File: src/shared/mii_pkg.sv
package mii_pkg;
	// Data path widths
	localparam int NIB_W    = 4;
	localparam int BYTE_W   = 8;
	// Buffer items carry a byte plus an end-of-frame mark
	localparam int ITEM_W   = 9;
	localparam int LAST_BIT = 8;
	// Two-entry buffer fill levels
	localparam logic [1:0] BUF_EMPTY = 2'h0;
	localparam logic [1:0] BUF_FULL  = 2'h2;
	// Reset values
	localparam logic [3:0] NIB_RST   = 4'h0;
	localparam logic [7:0] BYTE_RST  = 8'h00;
	localparam logic [2:0] SYNC_RST  = 3'h0;

	// Transmit nibble sequencer
	typedef enum logic [1:0] {
		TX_IDLE = 2'b00,
		TX_LOW  = 2'b01,
		TX_HIGH = 2'b10
	} tx_state_e;
endpackage

File: src/rtl/mii_nibble_phy_port.sv
// Two-entry buffer; ready and valid come straight from flops
module word_buffer #(
	parameter int WIDTH = mii_pkg::ITEM_W
) (
	input  wire logic             core_clk,
	input  wire logic             reset,
	input  wire logic [WIDTH-1:0] in_data,
	input  wire logic             in_valid,
	output logic                  in_ready,
	output logic      [WIDTH-1:0] out_data,
	output logic                  out_valid,
	input  wire logic             out_ready
);
	logic [WIDTH-1:0] mem_r [0:1];
	logic             wr_ptr_r;
	logic             rd_ptr_r;
	logic [1:0]       cnt_r;
	logic [1:0]       cnt_nxt;
	logic             in_ready_r;
	logic             out_valid_r;
	logic             push;
	logic             pop;

	assign push      = in_valid && in_ready_r;
	assign pop       = out_valid_r && out_ready;
	assign in_ready  = in_ready_r;
	assign out_valid = out_valid_r;
	assign out_data  = mem_r[rd_ptr_r];

	// Fill level bookkeeping
	always_comb begin
		cnt_nxt = cnt_r;
		if (push && !pop) begin
			cnt_nxt = cnt_r + 2'h1;
		end else if (pop && !push) begin
			cnt_nxt = cnt_r - 2'h1;
		end
	end

	// Flags precomputed so the ports need no gate after the flop
	always_ff @(posedge core_clk) begin
		if (reset) begin
			cnt_r       <= mii_pkg::BUF_EMPTY;
			in_ready_r  <= 1'b1;
			out_valid_r <= 1'b0;
			wr_ptr_r    <= 1'b0;
			rd_ptr_r    <= 1'b0;
		end else begin
			cnt_r       <= cnt_nxt;
			in_ready_r  <= cnt_nxt != mii_pkg::BUF_FULL;
			out_valid_r <= cnt_nxt != mii_pkg::BUF_EMPTY;
			if (push) begin
				wr_ptr_r <= ~wr_ptr_r;
			end
			if (pop) begin
				rd_ptr_r <= ~rd_ptr_r;
			end
		end
	end

	// Storage
	always_ff @(posedge core_clk) begin
		if (push) begin
			mem_r[wr_ptr_r] <= in_data;
		end
	end
endmodule // word_buffer

module mii_nibble_phy_port (
	input  wire logic       core_clk,
	input  wire logic       reset,
	input  wire logic [7:0] tx_byte,
	input  wire logic       tx_byte_last,
	input  wire logic       tx_byte_valid,
	output logic            tx_byte_ready,
	output logic            tx_underrun,
	output logic [7:0]      rx_byte,
	output logic            rx_byte_last,
	output logic            rx_byte_valid,
	input  wire logic       rx_byte_ready,
	output logic            rx_overflow,
	output logic            rx_odd_nibble,
	output logic            rx_frame_active,
	input  wire logic       phy_tx_clock,
	output logic            tx_frame_enable,
	output logic [3:0]      tx_nibble,
	input  wire logic       phy_rx_clock,
	input  wire logic       rx_data_valid,
	input  wire logic [3:0] rx_nibble,
	input  wire logic       collision_in,
	input  wire logic       carrier_sense_in,
	input  wire logic       duplex_select_n,
	output logic            collision,
	output logic            carrier_sense,
	output logic            half_duplex
);
	logic [2:0]                 txc_s_r;
	logic [2:0]                 rxc_s_r;
	logic [1:0]                 dv_s_r;
	logic [3:0]                 rxd_s1_r;
	logic [3:0]                 rxd_s2_r;
	logic [1:0]                 col_s_r;
	logic [1:0]                 crs_s_r;
	logic [1:0]                 dup_s_r;
	logic                       tx_edge;
	logic                       rx_edge;
	mii_pkg::tx_state_e         tx_state_r;
	logic                       tx_en_r;
	logic [3:0]                 tx_nib_r;
	logic [3:0]                 hi_nib_r;
	logic                       last_r;
	logic                       underrun_r;
	logic [mii_pkg::ITEM_W-1:0] txb_data;
	logic                       txb_valid;
	logic                       txb_pop;
	logic                       in_frame_r;
	logic [3:0]                 low_nib_r;
	logic                       have_low_r;
	logic [7:0]                 pend_r;
	logic                       pend_valid_r;
	logic                       overflow_r;
	logic                       odd_r;
	logic                       rxb_push;
	logic [mii_pkg::ITEM_W-1:0] rxb_in;
	logic                       rxb_ready;
	logic [mii_pkg::ITEM_W-1:0] rxb_out;
	logic                       collision_r;
	logic                       carrier_r;
	logic                       half_r;

	// Link clocks and pins are foreign to core_clk: two flops first
	always_ff @(posedge core_clk) begin
		if (reset) begin
			txc_s_r  <= mii_pkg::SYNC_RST;
			rxc_s_r  <= mii_pkg::SYNC_RST;
			dv_s_r   <= 2'h0;
			rxd_s1_r <= mii_pkg::NIB_RST;
			rxd_s2_r <= mii_pkg::NIB_RST;
			col_s_r  <= 2'h0;
			crs_s_r  <= 2'h0;
			dup_s_r  <= 2'h0;
		end else begin
			txc_s_r  <= {txc_s_r[1:0], phy_tx_clock};
			rxc_s_r  <= {rxc_s_r[1:0], phy_rx_clock};
			dv_s_r   <= {dv_s_r[0], rx_data_valid};
			rxd_s1_r <= rx_nibble;
			rxd_s2_r <= rxd_s1_r;
			col_s_r  <= {col_s_r[0], collision_in};
			crs_s_r  <= {crs_s_r[0], carrier_sense_in};
			dup_s_r  <= {dup_s_r[0], duplex_select_n};
		end
	end

	// Edges seen only on the second and third stages
	assign tx_edge = txc_s_r[1] && !txc_s_r[2];
	assign rx_edge = rxc_s_r[1] && !rxc_s_r[2];

	// Holding buffer lets the byte source stall without loss
	word_buffer #(.WIDTH(mii_pkg::ITEM_W)) tx_buf (
		.core_clk  (core_clk),
		.reset     (reset),
		.in_data   ({tx_byte_last, tx_byte}),
		.in_valid  (tx_byte_valid),
		.in_ready  (tx_byte_ready),
		.out_data  (txb_data),
		.out_valid (txb_valid),
		.out_ready (txb_pop)
	);

	// A byte is taken only where the sequencer needs one
	assign txb_pop = tx_edge && ((tx_state_r == mii_pkg::TX_IDLE && !tx_en_r)
		|| tx_state_r == mii_pkg::TX_LOW);

	// Nibble sequencer; a fresh frame waits one idle edge with enable low
	always_ff @(posedge core_clk) begin
		if (reset) begin
			tx_state_r <= mii_pkg::TX_IDLE;
			tx_en_r    <= 1'b0;
			tx_nib_r   <= mii_pkg::NIB_RST;
			hi_nib_r   <= mii_pkg::NIB_RST;
			last_r     <= 1'b0;
			underrun_r <= 1'b0;
		end else begin
			underrun_r <= 1'b0;
			if (tx_edge) begin
				unique case (tx_state_r)
					mii_pkg::TX_IDLE: begin
						if (tx_en_r) begin
							tx_en_r  <= 1'b0;
							tx_nib_r <= mii_pkg::NIB_RST;
						end else if (txb_valid) begin
							tx_en_r    <= 1'b1;
							tx_nib_r   <= txb_data[3:0];
							hi_nib_r   <= txb_data[7:4];
							last_r     <= txb_data[mii_pkg::LAST_BIT];
							tx_state_r <= mii_pkg::TX_HIGH;
						end
					end
					mii_pkg::TX_HIGH: begin
						tx_nib_r   <= hi_nib_r;
						tx_state_r <= last_r ? mii_pkg::TX_IDLE : mii_pkg::TX_LOW;
					end
					mii_pkg::TX_LOW: begin
						if (txb_valid) begin
							tx_nib_r   <= txb_data[3:0];
							hi_nib_r   <= txb_data[7:4];
							last_r     <= txb_data[mii_pkg::LAST_BIT];
							tx_state_r <= mii_pkg::TX_HIGH;
						end else begin
							// Source ran dry mid-frame: the frame is cut short
							tx_en_r    <= 1'b0;
							tx_nib_r   <= mii_pkg::NIB_RST;
							underrun_r <= 1'b1;
							tx_state_r <= mii_pkg::TX_IDLE;
						end
					end
				endcase
			end
		end
	end

	assign tx_frame_enable = tx_en_r;
	assign tx_nibble       = tx_nib_r;
	assign tx_underrun     = underrun_r;

	// A byte is held back one step so its end mark is known on push
	always_comb begin
		rxb_push = 1'b0;
		rxb_in   = {1'b0, pend_r};
		if (rx_edge && pend_valid_r) begin
			if (dv_s_r[1] && have_low_r) begin
				rxb_push = 1'b1;
			end else if (!dv_s_r[1] && in_frame_r) begin
				rxb_push = 1'b1;
				rxb_in   = {1'b1, pend_r};
			end
		end
	end

	// Receive assembly; the PHY cannot be stalled, so a full buffer drops
	always_ff @(posedge core_clk) begin
		if (reset) begin
			in_frame_r   <= 1'b0;
			low_nib_r    <= mii_pkg::NIB_RST;
			have_low_r   <= 1'b0;
			pend_r       <= mii_pkg::BYTE_RST;
			pend_valid_r <= 1'b0;
			overflow_r   <= 1'b0;
			odd_r        <= 1'b0;
		end else begin
			overflow_r <= rxb_push && !rxb_ready;
			odd_r      <= 1'b0;
			if (rx_edge) begin
				if (dv_s_r[1]) begin
					in_frame_r <= 1'b1;
					if (!have_low_r) begin
						low_nib_r  <= rxd_s2_r;
						have_low_r <= 1'b1;
					end else begin
						pend_r       <= {rxd_s2_r, low_nib_r};
						pend_valid_r <= 1'b1;
						have_low_r   <= 1'b0;
					end
				end else begin
					in_frame_r   <= 1'b0;
					have_low_r   <= 1'b0;
					pend_valid_r <= 1'b0;
					odd_r        <= in_frame_r && have_low_r;
				end
			end
		end
	end

	word_buffer #(.WIDTH(mii_pkg::ITEM_W)) rx_buf (
		.core_clk  (core_clk),
		.reset     (reset),
		.in_data   (rxb_in),
		.in_valid  (rxb_push),
		.in_ready  (rxb_ready),
		.out_data  (rxb_out),
		.out_valid (rx_byte_valid),
		.out_ready (rx_byte_ready)
	);

	assign rx_byte         = rxb_out[7:0];
	assign rx_byte_last    = rxb_out[mii_pkg::LAST_BIT];
	assign rx_overflow     = overflow_r;
	assign rx_odd_nibble   = odd_r;
	assign rx_frame_active = in_frame_r;

	// Line status; collision is masked whenever the strap says full duplex
	always_ff @(posedge core_clk) begin
		if (reset) begin
			collision_r <= 1'b0;
			carrier_r   <= 1'b0;
			half_r      <= 1'b0;
		end else begin
			collision_r <= col_s_r[1] && dup_s_r[1];
			carrier_r   <= crs_s_r[1];
			half_r      <= dup_s_r[1];
		end
	end

	assign collision     = collision_r;
	assign carrier_sense = carrier_r;
	assign half_duplex   = half_r;
endmodule // mii_nibble_phy_port

File: config.mk
export PLATFORM = sky130hd
export DESIGN_NAME = mii_nibble_phy_port
export DESIGN_NICKNAME = d
export VERILOG_FILES = /design/src/shared/mii_pkg.sv /design/src/rtl/mii_nibble_phy_port.sv
export SDC_FILE = /design/constraint.sdc
export NUM_CORES = 1
export LEC_CHECK = 0
export BUFFER_PORTS_ARGS = -buffer_cell sky130_fd_sc_hd__buf_2
export CORE_ASPECT_RATIO = 2
export CORE_MARGIN = 2
export CORE_UTILIZATION = 35
export DETAILED_ROUTE_END_ITERATION = 7
export GPL_ROUTABILITY_DRIVEN = 0
export PLACE_DENSITY = 0.6
export SETUP_SLACK_MARGIN = 0.5
export SLEW_MARGIN = 20
export SYNTH_ARGS = -nofsm -noshare
export SYNTH_HDL_FRONTEND = slang
export SYNTH_HIERARCHICAL = 1
export SYNTH_SLANG_ARGS = --single-unit
File: constraint.sdc
create_clock -name core_clk -period 1.94 [get_ports core_clk]
set_input_delay 0 -clock core_clk [delete_from_list [all_inputs] [get_ports core_clk]]
set_output_delay 0 -clock core_clk [all_outputs]
set_load 0.03 [all_outputs]
==> summary.txt <==
antenna cells = 0
final non-filler cell total = 561
Fmax = 0.641 GHz
Via density = 4.74
maximum vdd ir drop = 0.516 mV
DP Worst Slack = 0.303 ns
CTS tree = built
Synth Net Count = 357
pwr dens = 849 nW/um^2
Global Route Usage Sum = 0.130
largest net degree at the start of global routing = 30
DRT iter0 DRCs = 90
Initial Util = 0.359
Slew Viols, Final = 0
Core ar. = 10900 sq um
IO Count = 46
Wirelength per Cell = 13.5 microns
static leakage = 1.93 nW
RSZ-0062 raised after global routing = true
EDFF count, synth = 36
Setup Viol. Count Final = 0
routed vias = 2659
critical path launch point type = flip-flop
FF-to-FF Start = tx_state_r[0]
synthesized netlist cell count = 329
Post-synth ARST share = 0
clk sinks = 105
Die Span Y = 154 microns
clock buffer depth = 2
syn avg cell area = 11.9 sq um
Congestion Overflow GR = 0
post-route ant nets = 0
fraction of layout cells with a size suffix above 1 = 0.328
WP data arrival = 1.80 ns
Rows = 54
Crit Path Max Fanout = 3
fin crit share = 0.804
Crit path required time = 2.17 ns
Worst R2R End = tx_buf/cnt_r[1]
Setup TNS Final = 0 ns
Yosys Warn Count = 6
worst reg2reg path depth = 7
CP startpoint = tx_state_r[0]
post-layout min period = 1.56 ns
PortBufs = 45
number of global-route vias before repair = 2659
setup ws final = 0.380 ns
# DRC = 0
count of cell types in the netlist = 46
Die ar. = 12100 sq um
first-pass detailed-route iteration total = 4
htree depth = 3
fin nets = 444
Syn-to-layout area delta = 33.5%
CP endpoint = tx_buf/cnt_r[1]
Die Wd = 78.9 microns
final hold vios = 0
ys flop type = dfxtp_1
drt total wl = 7570 microns
slew margin rel. = 0.626
reg-to-reg setup timing slack = 0.38 ns
Worst Tran Pin Value = 0.561 ns
status = complete, no violations
Reg clk slew, reported paths = 0.07 ns
Seq/Total Area, Yosys = 0.627
FF+latch count, synth = 105
Layout Skew = 0.00820 ns
max_cap viols = 0
initial antenna violation count = 0
DP Wirelength = 5090 microns
Cell Area, Synth = 3930 sq um
crit end category = flip-flop
first-pass GRT wire length = 12200 microns
Root Buffer = clkbuf_16
HP Class = input port to flip-flop
placed insts = 508
fill count = 1024
clk_lat worst skew = 0.34 ns
clock buffer count from CTS = 9
Setup Crit Path Kind = flip-flop to flip-flop
## routing by layer
metal	vias up	routed length, microns	track usage
met5	-	0	0
met2	49	4500	0.254
li1	1345	-	-
met1	1249	2640	0.119
met3	16	225	0.0246
met4	0	212	0.0747
## worst max-delay path: stages (launching register included)
cell     delay (ns)
dfxtp_4        0.41
inv_6          0.05
ha_4           0.17
a21oi_4        0.13
nor2_4         0.06
nand2_2        0.09
mux2i_1        0.21
mux2_1         0.33
## synthesized netlist by cell type (2+ instances only)
library cell,number,share of area
a32o_1,4,0.010
and3_1,3,0.0048
ha_1,5,0.016
mux2i_1,8,0.020
nand2_2,2,0.0032
buf_2,4,0.0051
nor3_1,3,0.0038
o21a_1,3,0.0057
a22oi_1,4,0.0076
nand2b_1,6,0.0096
dfxtp_1,69,0.35
o21ai_0,7,0.0089
a31o_1,2,0.0045
a21oi_1,24,0.031
nand3_1,4,0.0051
nor4b_1,2,0.0045
nand3b_1,3,0.0057
mux2_2,9,0.026
a21boi_1,2,0.0038
inv_1,5,0.0048
nor2_1,26,0.025
xor2_1,4,0.0089
nand2_1,26,0.025
clkbuf_1,6,0.0057
and3b_1,2,0.0045
edfxtp_1,36,0.28
a211oi_1,4,0.0076
nor2b_1,27,0.043
o2111ai_1,2,0.0045
mux2_1,11,0.032
## report_power, final
part	switching, mW	leakage (nW)	total, mW	internal, mW
combinational	0.148	0.886	0.287	0.139
clock	0.763	0.147	1.80	1.04
sequential	0.0338	0.898	2.37	2.33
total	0.944	1.93	4.45	3.51
## final cells by class
cell class	count	area (sq um)	share of cell area
Inverter	5	26.3	0.00501
Tap cell	140	175	0.0334
Clock buffer	13	283	0.0539
Sequential cell	105	2480	0.474
Multi-Input combinational cell	209	1610	0.307
Timing Repair Buffer	86	644	0.123
Clock inverter	3	25.0	0.00477
## kinds of logic after synthesis
group | Yosys count | share of synthesized area
AND/OR/NAND/NOR | 112 | 0.150
XOR/XNOR | 4 | 0.00892
flip-flops | 105 | 0.627
multiplexers | 28 | 0.0777
AO/OA/AOI/OAI | 58 | 0.103
buffers and inverters | 17 | 0.0178
adder cells (fa/ha/maj) | 5 | 0.0159
## worst min-delay path by stage
stage,from,endpoint,slack [ns],cells after the start
6_report,rx_byte_ready,rx_buf/in_ready,0.05,3
3_3_place_gp,tx_byte[2],tx_buf/mem_r[1][2],0.19,1
2_1_floorplan,reset,flip-flop,0.07,1
3_5_place_dp,tx_byte[2],tx_buf/mem_r[1][2],0.19,1
4_1_cts,rx_byte_ready,rx_buf/in_ready,0.03,3
5_1_grt,rx_byte_ready,rx_buf/in_ready,0.05,3
## layout by cell type (no fill, tap or decap), types with 5 or more instances in the layout
cell	netlist	final
o21ai_0	7	7
dlygate4sd3_1	0	19
dfxtp_1	69	60
nor2_1	26	21
buf_4	0	12
nand2b_1	6	5
dfxtp_2	0	5
nand2_1	26	24
mux2i_1	8	8
buf_2	4	45
nor2b_1	27	26
mux2_2	9	9
a21oi_1	24	21
edfxtp_1	36	36
mux2_1	11	11
buf_6	0	7
clkbuf_16	0	11
## sequential cells by signal, summed over array words and instances, names as in the netlist, 2 cells and up, named ones only
name,cells
rx_buf/mem_r,18
tx_buf/mem_r,18
pend_r,8
hi_nib_r,4
low_nib_r,4
rxd_s1_r,4
rxd_s2_r,4
tx_nibble,4
rxc_s_r,3
txc_s_r,3
col_s_r,2
crs_s_r,2
dup_s_r,2
dv_s_r,2
rx_buf/cnt_r,2
tx_buf/cnt_r,2
tx_state_r,2
## timing repair
item | in CTS | in global routing
hold endpoints to repair | 28 | 0
setup endpoints to repair | 42 | 49
resized for setup | 20 | 21
setup buffers | 8 | 8
hold buffers | 19 | 0
pin swaps | 10 | 13
cloned | 1 | 1
## metrics by stage
step	util	hold WS [ns]	power, mW	cell area [sq um]
2_1_floorplan	-	0.0724	2.57	4020
3_3_place_gp	0.404	0.187	2.65	4420
3_5_place_dp	0.404	0.191	2.65	4420
4_1_cts	0.464	0.0336	4.50	5070
5_1_grt	0.479	0.0527	4.65	5250
6_report	0.479	0.0450	4.45	5250
Note: power is estimated with default switching activity, not from simulation.
